`config.mk`:
```
export PLATFORM = sky130hd
export DESIGN_NAME = omc_ctrl
export DESIGN_NICKNAME = d
export VERILOG_FILES = /design/src/omc_pkg.sv /design/src/omc_filter.sv /design/src/omc_ctrl.sv
export SDC_FILE = /design/constraint.sdc
export NUM_CORES = 1
export LEC_CHECK = 0
export BUFFER_PORTS_ARGS = -buffer_cell sky130_fd_sc_hd__buf_2
export CAP_MARGIN = 40
export CORE_MARGIN = 10
export CORE_UTILIZATION = 30
export DETAILED_ROUTE_END_ITERATION = 16
export GPL_ROUTABILITY_DRIVEN = 1
export MAX_ROUTING_LAYER = met4
export PLACE_DENSITY = 0.46
export SETUP_SLACK_MARGIN = 0.5
export SYNTH_ARGS = -nofsm -noshare
export SYNTH_HDL_FRONTEND = slang
export SYNTH_SLANG_ARGS = --single-unit
```
`constraint.sdc`:
```
create_clock -name mclk -period 3.74 [get_ports mclk]
set_input_delay 0.748 -clock mclk [delete_from_list [all_inputs] [get_ports mclk]]
set_output_delay 0.748 -clock mclk [all_outputs]
set_load 0.03 [all_outputs]
```
`src/omc_pkg.sv`:
```
// omc_pkg: constants for the optical module control and status timing block.
// assumes a single 200 MHz clock; all times are converted to cycle counts here.
package omc_pkg;

  localparam int CLK_MHZ = 200;

  // times as printed, in their own units
  localparam int T_OFF_US       = 10;
  localparam int T_ON_MS        = 1;
  localparam int T_INIT_MS      = 300;
  localparam int T_FAULT_US     = 100;
  localparam int T_RESET_US     = 10;
  localparam int T_LOSS_ON_US   = 100;
  localparam int T_LOSS_OFF_US  = 100;
  localparam int T_RATESEL_US   = 10;
  localparam int F_SERIAL_KHZ   = 100;

  // cycle counts (longest times round down, least times round up)
  localparam int OFF_CYC     = T_OFF_US * CLK_MHZ;
  localparam int ON_CYC      = T_ON_MS * 1000 * CLK_MHZ;
  localparam int INIT_CYC    = T_INIT_MS * 1000 * CLK_MHZ;
  localparam int FAULT_CYC   = T_FAULT_US * CLK_MHZ;
  localparam int RESET_CYC   = T_RESET_US * CLK_MHZ;
  localparam int LOSS_ON_CYC = T_LOSS_ON_US * CLK_MHZ;
  localparam int LOSS_OFF_CYC = T_LOSS_OFF_US * CLK_MHZ;
  localparam int RATESEL_CYC = T_RATESEL_US * CLK_MHZ;
  localparam int SCL_MIN_CYC = (CLK_MHZ * 1000 + F_SERIAL_KHZ - 1) / F_SERIAL_KHZ;

  // own settle delays, well inside the limits above
  localparam int LASER_ON_SETTLE = 16;
  localparam int FILT_DEPTH      = 8;

  // register map
  localparam logic [3:0] ADDR_CTRL   = 4'h0;
  localparam logic [3:0] ADDR_STATUS = 4'h1;
  localparam logic [3:0] ADDR_IRQ    = 4'h2;
  localparam logic [3:0] ADDR_MASK   = 4'h3;

  // ctrl bits
  localparam int CTRL_SOFT_OFF = 0;
  localparam int CTRL_FAULT_INJ = 1;

  // status bits
  localparam int ST_LASER_ON  = 0;
  localparam int ST_FAULT     = 1;
  localparam int ST_LOS       = 2;
  localparam int ST_INIT_DONE = 3;
  localparam int ST_RATE_OK   = 4;
  localparam int ST_RATE_SEL  = 5;

  // interrupt bits
  localparam int IRQ_FAULT    = 0;
  localparam int IRQ_LOS_ON   = 1;
  localparam int IRQ_LOS_OFF  = 2;
  localparam int IRQ_INIT     = 3;
  localparam int IRQ_W        = 4;

  typedef enum logic [1:0] {
    OMC_INIT,
    OMC_OFF,
    OMC_RAMP,
    OMC_ON
  } omc_laser_e;

endpackage

```
`src/omc_filter.sv`:
```
// omc_filter: debounce of a level that must stay stable for a number of cycles.
// assumes the input is already synchronous to mclk.
`timescale 1ns/100ps
module omc_filter
  import omc_pkg::*;
#(
  parameter int DEPTH = FILT_DEPTH
) (
  // clock and reset
  input  wire logic mclk,
  input  wire logic rstn,
  // level in and filtered out
  input  wire logic din,
  output logic      dout_ff
);

  localparam int CW = $clog2(DEPTH + 1);

  logic [CW-1:0] cnt_ff;

  initial begin
    if (DEPTH < 1) $error("omc_filter depth must be at least 1");
  end

  // a change must persist DEPTH cycles before it shows; short glitches are ignored
  always_ff @(posedge mclk or negedge rstn) begin
    if (!rstn) begin
      cnt_ff  <= '0;
      dout_ff <= 1'b0;
    end else if (din == dout_ff) begin
      cnt_ff <= '0;
    end else if (cnt_ff == CW'(DEPTH - 1)) begin
      cnt_ff  <= '0;
      dout_ff <= din;
    end else begin
      cnt_ff <= cnt_ff + CW'(1);
    end
  end

endmodule

```
`src/omc_ctrl.sv`:
```
// omc_ctrl: control and status timing of a pluggable optical module.
// assumes all inputs synchronous to mclk; the laser driver and receiver front end are outside.
//
// Notes on behaviour
// - after the laser off request rises the laser enable drops within the off time limit.
// - after a laser off request shorter than the reset time falls modulated light is on within the on time limit; a longer one restarts initialisation first.
// - initialisation, including fault flag clear, ends within the init limit after power-on or a fault clear.
// - a transmitter fault outside initialisation sets the fault flag within the fault assert limit.
// - a laser off request held high for at least the reset time clears a latched fault.
// - entering the loss state raises the signal lost flag within the loss assert limit.
// - leaving the loss state lowers the signal lost flag within the loss deassert limit.
// - the receiver bandwidth follows either edge of bandwidth select within the rate change limit.
`timescale 1ns/100ps
module omc_ctrl
  import omc_pkg::*;
#(
  parameter int INIT_CYCLES  = INIT_CYC,
  parameter int ON_CYCLES    = ON_CYC,
  parameter int RESET_CYCLES = RESET_CYC,
  parameter int SETTLE       = LASER_ON_SETTLE
) (
  // clock and reset
  input  wire logic       mclk,
  input  wire logic       rstn,
  // host control pins
  input  wire logic       laser_off_req,
  input  wire logic       bw_select,
  input  wire logic       mgmt_clk,
  // analog front end status
  input  wire logic       laser_fault_det,
  input  wire logic       rx_loss_det,
  // module status pins, open drain: drive low when enable high
  output logic            tx_fault_o,
  output logic            tx_fault_oe,
  output logic            rx_lost_o,
  output logic            rx_lost_oe,
  // laser and receiver control, management clock error flag
  output logic            laser_en_ff,
  output logic            rx_bw_high_ff,
  output logic            mgmt_clk_err_ff,
  // register port
  input  wire logic [3:0] reg_addr,
  input  wire logic [7:0] reg_wdata,
  input  wire logic       reg_wr,
  input  wire logic       reg_rd,
  output logic [7:0]      reg_rdata_ff,
  // interrupt
  output logic            irq
);

  // each counter is sized for its own end value so that no compare constant is cut short
  localparam int CNTW  = $clog2(INIT_CYCLES + 1);
  localparam int RSTW  = $clog2(RESET_CYCLES + 1);
  localparam int BWW   = $clog2(RATESEL_CYC + 1);
  localparam int SCLW  = $clog2(SCL_MIN_CYC + 1);
  localparam int CTRLW = CTRL_FAULT_INJ + 1;
  localparam int STW   = ST_RATE_SEL + 1;

  initial begin
    if (INIT_CYCLES < 1 || ON_CYCLES < SETTLE + 1 || RESET_CYCLES < 1)
      $error("omc_ctrl timing parameters out of range");
    if (CNTW > 32 || FAULT_CYC < FILT_DEPTH + 2 || LOSS_ON_CYC < FILT_DEPTH + 2)
      $error("omc_ctrl filter too slow for limits");
    if (SETTLE < 1 || SETTLE > INIT_CYCLES)
      $error("omc_ctrl settle count must fit the init timer");
    if (RATESEL_CYC < 2 || SCL_MIN_CYC < 2)
      $error("omc_ctrl rate or serial clock count too small");
    if (STW > 8 || IRQ_W > 8 || CTRLW > 8)
      $error("omc_ctrl register fields wider than the data port");
  end

  omc_laser_e        state_ff;
  omc_laser_e        nxt_state;
  logic [CNTW-1:0]   tmr_ff;
  logic [RSTW-1:0]   off_cnt_ff;
  logic              fault_ff;
  logic              clear_pulse;
  logic              off_req_d_ff;
  logic              rx_lost_ff;
  logic              los_filt;
  logic              bw_d_ff;
  logic [BWW-1:0]    bw_cnt_ff;
  logic              rate_ok_ff;
  logic              mclk_d_ff;
  logic [SCLW-1:0]   scl_cnt_ff;
  logic [CTRLW-1:0]  ctrl_ff;
  logic [IRQ_W-1:0]  irq_st_ff;
  logic [IRQ_W-1:0]  irq_mask_ff;
  logic [IRQ_W-1:0]  irq_ev;
  logic              off_total;
  logic              init_done;
  logic              fault_in;
  logic [STW-1:0]    status_word;

  assign off_total = laser_off_req | ctrl_ff[CTRL_SOFT_OFF];
  assign fault_in  = laser_fault_det | ctrl_ff[CTRL_FAULT_INJ];
  assign init_done = (state_ff != OMC_INIT);

  // loss detector is filtered; the filter depth is tiny against the 100 us limits
  omc_filter #(
    .DEPTH (FILT_DEPTH)
  ) u_los_filt (
    .mclk    (mclk),
    .rstn    (rstn),
    .din     (rx_loss_det),
    .dout_ff (los_filt)
  );

  // width of the high phase of the off request, used to recognise a fault clear
  always_ff @(posedge mclk or negedge rstn) begin
    if (!rstn) begin
      off_cnt_ff   <= '0;
      off_req_d_ff <= 1'b0;
    end else begin
      off_req_d_ff <= laser_off_req;
      if (!laser_off_req)
        off_cnt_ff <= '0;
      else if (off_cnt_ff != RSTW'(RESET_CYCLES))
        off_cnt_ff <= off_cnt_ff + RSTW'(1);
    end
  end

  // clear fires on the falling edge of a long enough pulse
  assign clear_pulse = off_req_d_ff & ~laser_off_req & (off_cnt_ff == RSTW'(RESET_CYCLES));

  // latched fault; a new fault in the clear cycle wins
  always_ff @(posedge mclk or negedge rstn) begin
    if (!rstn)
      fault_ff <= 1'b0;
    else if (fault_in && state_ff != OMC_INIT)
      fault_ff <= 1'b1;
    else if (clear_pulse)
      fault_ff <= 1'b0;
  end

  // laser state machine
  always_comb begin
    nxt_state = state_ff;
    unique case (state_ff)
      OMC_INIT: begin
        if (tmr_ff == CNTW'(INIT_CYCLES - 1))
          nxt_state = OMC_OFF;
      end
      OMC_OFF: begin
        if (clear_pulse)
          nxt_state = OMC_INIT;
        else if (!off_total && !fault_ff)
          nxt_state = OMC_RAMP;
      end
      OMC_RAMP: begin
        if (off_total || fault_ff || fault_in)
          nxt_state = OMC_OFF;
        else if (tmr_ff == CNTW'(SETTLE - 1))
          nxt_state = OMC_ON;
      end
      OMC_ON: begin
        if (off_total || fault_ff || fault_in)
          nxt_state = OMC_OFF;
      end
    endcase
  end

  always_ff @(posedge mclk or negedge rstn) begin
    if (!rstn) begin
      state_ff <= OMC_INIT;
      tmr_ff   <= '0;
    end else begin
      state_ff <= nxt_state;
      if (nxt_state != state_ff)
        tmr_ff <= '0;
      else if (tmr_ff != CNTW'(INIT_CYCLES))
        tmr_ff <= tmr_ff + CNTW'(1);
    end
  end

  // laser is driven only in ramp and on; it drops one cycle after the request
  always_ff @(posedge mclk or negedge rstn) begin
    if (!rstn)
      laser_en_ff <= 1'b0;
    else
      laser_en_ff <= (nxt_state == OMC_RAMP) || (nxt_state == OMC_ON);
  end

  // loss flag follows the filtered detector
  always_ff @(posedge mclk or negedge rstn) begin
    if (!rstn)
      rx_lost_ff <= 1'b1;
    else if (los_filt)
      rx_lost_ff <= 1'b1;
    else
      rx_lost_ff <= 1'b0;
  end

  // bandwidth switch: applied next cycle, conformance reported after the change time
  always_ff @(posedge mclk or negedge rstn) begin
    if (!rstn) begin
      bw_d_ff       <= 1'b0;
      rx_bw_high_ff <= 1'b0;
      bw_cnt_ff     <= '0;
      rate_ok_ff    <= 1'b1;
    end else begin
      bw_d_ff       <= bw_select;
      rx_bw_high_ff <= bw_select;
      if (bw_select != bw_d_ff) begin
        bw_cnt_ff  <= '0;
        rate_ok_ff <= 1'b0;
      end else if (!rate_ok_ff) begin
        bw_cnt_ff <= bw_cnt_ff + BWW'(1);
        if (bw_cnt_ff == BWW'(RATESEL_CYC - 2))
          rate_ok_ff <= 1'b1;
      end
    end
  end

  // management clock watch: flags rising edges closer than the minimum period
  always_ff @(posedge mclk or negedge rstn) begin
    if (!rstn) begin
      mclk_d_ff       <= 1'b0;
      // no edge seen yet counts as a full period, so the first host edge is never flagged
      scl_cnt_ff      <= SCLW'(SCL_MIN_CYC);
      mgmt_clk_err_ff <= 1'b0;
    end else begin
      mclk_d_ff <= mgmt_clk;
      if (mgmt_clk && !mclk_d_ff) begin
        scl_cnt_ff <= '0;
        if (scl_cnt_ff < SCLW'(SCL_MIN_CYC - 1))
          mgmt_clk_err_ff <= 1'b1;
      end else if (scl_cnt_ff != SCLW'(SCL_MIN_CYC)) begin
        scl_cnt_ff <= scl_cnt_ff + SCLW'(1);
      end
    end
  end

  // open-drain pins: drive low when the flag is clear, release to the pull-up when set
  assign tx_fault_o  = 1'b0;
  assign tx_fault_oe = ~fault_ff;
  assign rx_lost_o   = 1'b0;
  assign rx_lost_oe  = ~rx_lost_ff;

  // interrupt events
  assign irq_ev[IRQ_FAULT]   = fault_in && !fault_ff && init_done;
  assign irq_ev[IRQ_LOS_ON]  = los_filt && !rx_lost_ff;
  assign irq_ev[IRQ_LOS_OFF] = !los_filt && rx_lost_ff;
  assign irq_ev[IRQ_INIT]    = (state_ff == OMC_INIT) && (nxt_state == OMC_OFF);

  // control and mask registers
  always_ff @(posedge mclk or negedge rstn) begin
    if (!rstn) begin
      ctrl_ff     <= '0;
      irq_mask_ff <= '0;
    end else if (reg_wr) begin
      if (reg_addr == ADDR_CTRL)
        ctrl_ff <= reg_wdata[CTRLW-1:0];
      if (reg_addr == ADDR_MASK)
        irq_mask_ff <= reg_wdata[IRQ_W-1:0];
    end
  end

  // sticky status, write one to clear; a new event in the same cycle wins
  genvar gi;
  generate
    for (gi = 0; gi < IRQ_W; gi++) begin : g_irq
      always_ff @(posedge mclk or negedge rstn) begin
        if (!rstn)
          irq_st_ff[gi] <= 1'b0;
        else if (irq_ev[gi])
          irq_st_ff[gi] <= 1'b1;
        else if (reg_wr && reg_addr == ADDR_IRQ && reg_wdata[gi])
          irq_st_ff[gi] <= 1'b0;
      end
    end
  endgenerate

  assign irq = |(irq_st_ff & irq_mask_ff);

  // status word, one flag per named bit position
  always_comb begin
    status_word               = '0;
    status_word[ST_LASER_ON]  = laser_en_ff;
    status_word[ST_FAULT]     = fault_ff;
    status_word[ST_LOS]       = rx_lost_ff;
    status_word[ST_INIT_DONE] = init_done;
    status_word[ST_RATE_OK]   = rate_ok_ff;
    status_word[ST_RATE_SEL]  = bw_select;
  end

  // read data stands in the cycle after the strobe only; unmapped reads give zero
  always_ff @(posedge mclk or negedge rstn) begin
    if (!rstn) begin
      reg_rdata_ff <= '0;
    end else if (reg_rd) begin
      unique case (reg_addr)
        ADDR_CTRL:   reg_rdata_ff <= 8'(ctrl_ff);
        ADDR_STATUS: reg_rdata_ff <= 8'(status_word);
        ADDR_IRQ:    reg_rdata_ff <= 8'(irq_st_ff);
        ADDR_MASK:   reg_rdata_ff <= 8'(irq_mask_ff);
        default:     reg_rdata_ff <= 8'h00;
      endcase
    end else begin
      reg_rdata_ff <= 8'h00;
    end
  end

endmodule

```
==> results.sh, run 1 <==
export IMPL_synth_common_cells="dfrtp_1 (82), nor2_1 (51), nand2_1 (32), xnor2_1 (32), nand3_1 (27)"
export IMPL_die_area_um2=20320
export IMPL_ir_worst_vdd_mv=0.2146
export IMPL_via_per_inst=4.795
export IMPL_clock_latency_ns=0.35
export IMPL_switchingPower_w=0.0007775
export IMPL_dp_hpwl_um=6535
export IMPL_p_clk_frac=0.356
export IMPL_cts_root_buf="clkbuf_16"
export IMPL_post_cts_buffers=0
export IMPL_fin_setup_tns_ns=0
export IMPL_synth_cells=438
export IMPL_min_period_ns=2.656
export IMPL_switching_share=0.2990
export IMPL_hold_ws_ns=0.3747
export IMPL_synthToLayoutAreaGrowth_pct=14.25
export IMPL_io_pins=37
export IMPL_ys_seq_area_frac=0.5022
export IMPL_pwr_share_comb=0.157
export IMPL_antenna_found_initial=0
export IMPL_dieHeight_um=142.5
export IMPL_grt_use_total=0.1029
export IMPL_yosysWarningCount=0
export IMPL_slowest_delay_ns=0.59
export IMPL_cpMaxStageDelayCell="or4_4"
export IMPL_numPortBuffers=28
export IMPL_vias=3155
export IMPL_drc=0
export IMPL_internal_power_w=0.001822
export IMPL_endpoint_kind="flip-flop"
export IMPL_finalCoreUtilization=0.3514
export IMPL_yosysTopAreaCell="dfrtp_1"
export IMPL_grt_pass1_wl_um=16330
export IMPL_fin_ws_ns=1.084
export IMPL_finalNetCount=499
export IMPL_fp_row_count=44
export IMPL_skew_ns=0.01188
export IMPL_clk_pin_slew_ns=0.07
export IMPL_ys_flop_type="dfrtp_1"
export IMPL_cp_arrival_ns=2.87
export IMPL_hp_class="input port to async pin"
export IMPL_grt_setup_unrepaired="no"
export IMPL_seq_power_share=0.487
export IMPL_drt_wl_total_um=9273
export IMPL_fin_crit_sh=0.7101
export IMPL_drive_above_1_share=0.1772
export IMPL_die_w_um=142.5
export IMPL_drv_cap=0
export IMPL_p_leak_nw=2.235
export IMPL_antenna_left=0
export IMPL_ys_top_cells_by_area="dfrtp_1 (46%), xnor2_1 (6.2%), dfstp_2 (4.7%)"
export IMPL_hold_violations=0
export IMPL_grt_overflow_total=0
export IMPL_critPathMaxFanout=9
export IMPL_crit_chain="nor4_1 -> nand3_1 -> or4_4 -> a221oi_4 -> buf_4 -> nor3_1"
export IMPL_setup_viol=0
export IMPL_post_place_ws_ns=0.9948
export IMPL_grt_max_degree=53
export IMPL_critPathLaunchType="flip-flop"
export IMPL_worst_pin_slew_ns=0.8224
export IMPL_fmax_ghz=0.3765
export IMPL_cts_buffer_depth=2
export IMPL_synthesis_area_um2=4504
export IMPL_start_util=0.3076
export IMPL_cts_tree="done"
export IMPL_cts_made_buffers=9
export IMPL_drtIter0Drc=109
export IMPL_postCtsHoldBufs=0
export IMPL_first_global_vias=3228
export IMPL_required_ns=3.96
export IMPL_clock_sinks=90
export IMPL_slew_headroom=0.4467
export IMPL_antenna_cells=0
export IMPL_power_density_nw_per_um2=505.2
export IMPL_cts_resized=0
export IMPL_status="finished, final reports clean"
export IMPL_slew_violations=0
export IMPL_cts_max_level=3
export IMPL_place_congestion=0.7575
export IMPL_synth_seq_cells=90
export IMPL_ys_async_sr_fraction=1.000
export IMPL_dr_pass1_iters=4
export IMPL_syn_avg_cell_area_um2=10.28
export IMPL_yosysMostFrequentCell="dfrtp_1"
export IMPL_ys_types=49
export IMPL_synth_top_area_frac=0.4556
export IMPL_synth_edff_count=0
export IMPL_wl_per_cell_um=14.09
export IMPL_critPathKind="flip-flop to flip-flop"
export IMPL_coreArea_um2=14640
-- placed cells by master (no fill, tap or decap), types with 3 or more instances in the layout --
cell        n
xnor2_1    32
nor4_1     10
or3_1       3
conb_1      4
mux2i_1     3
or4_1       4
clkbuf_16   9
buf_2      27
nor3_1     18
and2_1     11
nand4_1     7
xor2_1     20
nor3_2     10
buf_4       4
nand2b_1    7
or3b_2      3
mux2_2      7
a22oi_1     4
dfstp_2     8
inv_1      15
o21ai_0     6
nand3_1    27
nor2_1     51
nor2b_1     6
dfrtp_1    82
ha_1        9
nor3b_1     3
and3_1     12
a21oi_1     9
nand2_1    32
-- cell families (layout without fill, tap and decap cells) --
group	Yosys count	after routing	synth area share
other	1	4	0.0008325
flip-flops	90	90	0.5022
buffers and inverters	30	63	0.03139
XOR/XNOR	52	52	0.1011
multiplexers	12	12	0.03417
adder cells (fa/ha/maj)	9	9	0.02500
AO/OA/AOI/OAI	30	30	0.04667
AND/OR/NAND/NOR	214	214	0.2586
-- routing by layer --
metal | GRT usage | part of all wire
met4 | 0.04072 | 0.017
met3 | 0.03071 | 0.038
met1 | 0.1245 | 0.48
met5 | - | 0
met2 | 0.1580 | 0.46
-- path summary, 6_finish.rpt --
path | startpoint | cells after the start | to | slack, ns
min in group mclk | u_los_filt.dout_ff$_DFFE_PN0P_ | 0 | rx_lost_ff$_DFF_PN1_ | 0.46
max | tmr_ff[19]$_DFFE_PN0P_ | 6 | tmr_ff[5]$_DFFE_PN0P_ | 1.08
min | rstn | 1 | u_los_filt.cnt_ff[3]$_DFF_PN0_ | 0.37
max in group asynchronous | rstn | 2 | rate_ok_ff$_DFF_PN1_ | 2.66
min reg2reg | u_los_filt.dout_ff$_DFFE_PN0P_ | 0 | rx_lost_ff$_DFF_PN1_ | 0.46
max reg2reg | tmr_ff[19]$_DFFE_PN0P_ | 6 | tmr_ff[5]$_DFFE_PN0P_ | 1.08
-- worst max-delay path: cells and delay by family (launching register included) --
kind                   cells  cell delay [ns]
AOI/OAI and AO/OA          1             0.59
buffers and inverters      1             0.29
DFF                        1             0.44
and+or+nand+nor            4             1.19
-- per-stage QoR --
stage | cell area, um2 | cells | total power [W]
finish | 5146 | 658 | 0.002600
global route | 5146 | 658 | 0.002764
CTS | 5146 | 658 | 0.002642
detailed placement | 4846 | 642 | 0.001698
global placement | 4838 | 641 | 0.001687
floorplan | 4516 | 441 | 0.001563
-- state kept, by name, indices dropped and copies added, names as in the netlist, 2 cells and up --
register and cells:
bw_cnt_ff 11, ctrl_ff 2, irq_mask_ff 4, irq_st_ff 4, off_cnt_ff 11, reg_rdata_ff 6
scl_cnt_ff 11, state_ff 2, tmr_ff 26, u_los_filt.cnt_ff 4
-- power groups by stage --
stage | clock network (W) | logic (W) | registers (W)
after floorplan | 0 | 0.000315 | 0.00125
after global placement | 0 | 0.000406 | 0.00128
after detailed placement | 0 | 0.000412 | 0.00129
after CTS | 0.000958 | 0.000416 | 0.00127
after global routing | 0.000994 | 0.000474 | 0.00130
final | 0.000925 | 0.000408 | 0.00127
-- cell type report --
type | count | area, um2
fill | 1497 | 9498
tap | 184 | 230.2
clock buffer | 9 | 225.2
multi-input combinational | 321 | 2112
sequential | 90 | 2262
clock inverter | 7 | 75.07
timing repair buffer | 32 | 185.2
inverter | 15 | 56.30
No activity file was read; power rests on OpenSTA's default activity.
==> run 2, diff against run 1 <==
==> constraint.sdc (replaced) <==
create_clock -name mclk -period 2.77 [get_ports mclk]
set_input_delay 0.554 -clock mclk [delete_from_list [all_inputs] [get_ports mclk]]
set_output_delay 0.554 -clock mclk [all_outputs]
set_load 0.03 [all_outputs]
==> run 2 against run 1 <==
Cell count grew 1.1%; critical path type unchanged; fmax grew 17%; sequential cell count is the same; critical path depth is the same; largest power group unchanged; count of clock-buffer cells in the layout grew 2; sequential power grew 36%; non-clock buffer count grew 7.
==> results.sh, run 2 (same netlist as run 1, synthesis figures left out) <==
export IMPL_status="finished, final reports clean"
export IMPL_dp_hpwl_um=6487
export IMPL_required_ns=2.98
export IMPL_dieHeight_um=142.5
export IMPL_grt_setup_unrepaired="yes"
export IMPL_slew_violations=0
export IMPL_clk_pin_slew_ns=0.07
export IMPL_grt_max_degree=53
export IMPL_regArea_um2=2266
export IMPL_first_global_vias=3303
export IMPL_worst_pin_slew_ns=0.5111
export IMPL_grt_use_met3=0.03037
export IMPL_critPathKind="flip-flop to flip-flop"
export IMPL_drt_wl_total_um=9321
export IMPL_grt_use_total=0.1028
export IMPL_die_w_um=142.5
export IMPL_busiest_layer="met2"
export IMPL_clock_sinks=90
export IMPL_p_leak_nw=2.233
export IMPL_finalNetCount=506
export IMPL_antenna_found_initial=0
export IMPL_mostFrequentLayoutCells="dfrtp_1 (79), nor2_1 (51), nand2_1 (32), xnor2_1 (32), buf_2 (27)"
export IMPL_grt_pass1_wl_um=16370
export IMPL_cts_max_level=3
export IMPL_r2r_start="tmr_ff[22]$_DFFE_PN0P_"
export IMPL_hold_ws_ns=0.1837
export IMPL_drive_above_1_share=0.2100
export IMPL_numPortBuffers=28
export IMPL_final_common_cell="dfrtp_1"
export IMPL_fmax_ghz=0.4407
export IMPL_fin_crit_sh=0.8191
export IMPL_place_congestion=0.7772
export IMPL_fin_setup_tns_ns=0
export IMPL_postCtsHoldBufs=0
export IMPL_fill_cells=1474
export IMPL_rrSetupSlack_ns=0.50
export IMPL_cp_arrival_ns=2.48
export IMPL_fp_row_count=44
export IMPL_start_util=0.3076
export IMPL_setup_viol=0
export IMPL_drtIter0Drc=108
export IMPL_dr_pass1_iters=4
export IMPL_hp_class="input port to async pin"
export IMPL_critPathMaxFanout=6
export IMPL_via_per_inst=4.783
export IMPL_antenna_left=0
export IMPL_io_pins=37
export IMPL_worstRegToRegCells=6
export IMPL_min_period_ns=2.269
export IMPL_critPathLaunchType="flip-flop"
export IMPL_cts_made_buffers=9
export IMPL_coreArea_um2=14640
export IMPL_drv_cap=0
export IMPL_multi_input_area_um2=2182
export IMPL_cts_buffer_depth=2
export IMPL_grt_overflow_total=0
export IMPL_power_density_nw_per_um2=662.6
export IMPL_die_area_um2=20320
export IMPL_synthToLayoutAreaGrowth_pct=16.86
export IMPL_skew_ns=0.01032
export IMPL_clock_latency_ns=0.35
export IMPL_slew_headroom=0.6592
export IMPL_endpoint_kind="flip-flop"
export IMPL_ir_worst_vdd_mv=0.3472
export IMPL_drc=0
export IMPL_wl_per_cell_um=14.02
export IMPL_use_met2=0.1580
export IMPL_antenna_cells=0
export IMPL_cts_root_buf="clkbuf_16"
export IMPL_hold_violations=0
export IMPL_largest_register_ffs=26
export IMPL_vias=3181
export IMPL_cts_tree="done"
export IMPL_top_register="tmr_ff"
export IMPL_grtUsageMet1=0.1239
export IMPL_r2r_end="tmr_ff[4]$_DFFE_PN0P_"
## run 2: report_power, final
| part | internal (W) | switching, W | leakage, nW |
|---|---|---|---|
| Clock | 0.000636 | 0.000528 | 0.132 |
| Sequential | 0.00151 | 0.000221 | 1.14 |
| Combinational | 0.000272 | 0.000324 | 0.965 |
## run 2: worst max-delay path by stage
stage,start,to,slack [ns],cells past startpoint
after CTS,tmr_ff[18]$_DFFE_PN0P_,tmr_ff[7]$_DFFE_PN0P_,0.48,6
after detailed placement,tmr_ff[18]$_DFFE_PN0P_,tmr_ff[7]$_DFFE_PN0P_,0.16,6
after global placement,tmr_ff[18]$_DFFE_PN0P_,tmr_ff[7]$_DFFE_PN0P_,0.18,6
after floorplan,tmr_ff[8]$_DFFE_PN0P_,tmr_ff[10]$_DFFE_PN0P_,0.57,5
after global routing,tmr_ff[22]$_DFFE_PN0P_,tmr_ff[4]$_DFFE_PN0P_,0.40,6
final,tmr_ff[22]$_DFFE_PN0P_,tmr_ff[4]$_DFFE_PN0P_,0.50,6
## run 2: through the flow
step / instance area (um2) / power, W / setup slack, ns / instances / util
2_1_floorplan: 4516 / 0.002110 / 0.5721 / 441 / -
3_3_place_gp: 4876 / 0.002286 / 0.1821 / 646 / 0.3330
3_5_place_dp: 4883 / 0.002305 / 0.1581 / 647 / 0.3335
4_1_cts: 5206 / 0.003517 / 0.4831 / 664 / 0.3555
5_1_grt: 5264 / 0.003721 / 0.4040 / 665 / 0.3595
6_report: 5264 / 0.003488 / 0.5010 / 665 / 0.3595
## run 2: layout make-up
type                       instances  area share
clock buffer                      11     0.04611
timing repair buffer              39     0.04730
inverter                          15     0.01070
tap                              184     0.04374
multi-input combinational        321      0.4145
clock inverter                     5    0.007131
sequential                        90      0.4305
## run 2: critical path, cell delays in order, from the launching register on
cell,delay [ns]
dfrtp_2,0.43
nor4_4,0.33
nand3_1,0.14
or4_4,0.58
a221oi_4,0.40
buf_6,0.18
nor3_1,0.06
## run 2: routing by layer
layer / share of wire / wire length [um]
met4: 0.017 / 162
met1: 0.47 / 4382
met2: 0.47 / 4403
met5: 0 / 0
met3: 0.040 / 372
## run 2: timing repair
item,CTS,global route
buffers inserted,1,1
pin swaps,1,10
endpoints found under the setup margin,16,16
resized for setup,5,12
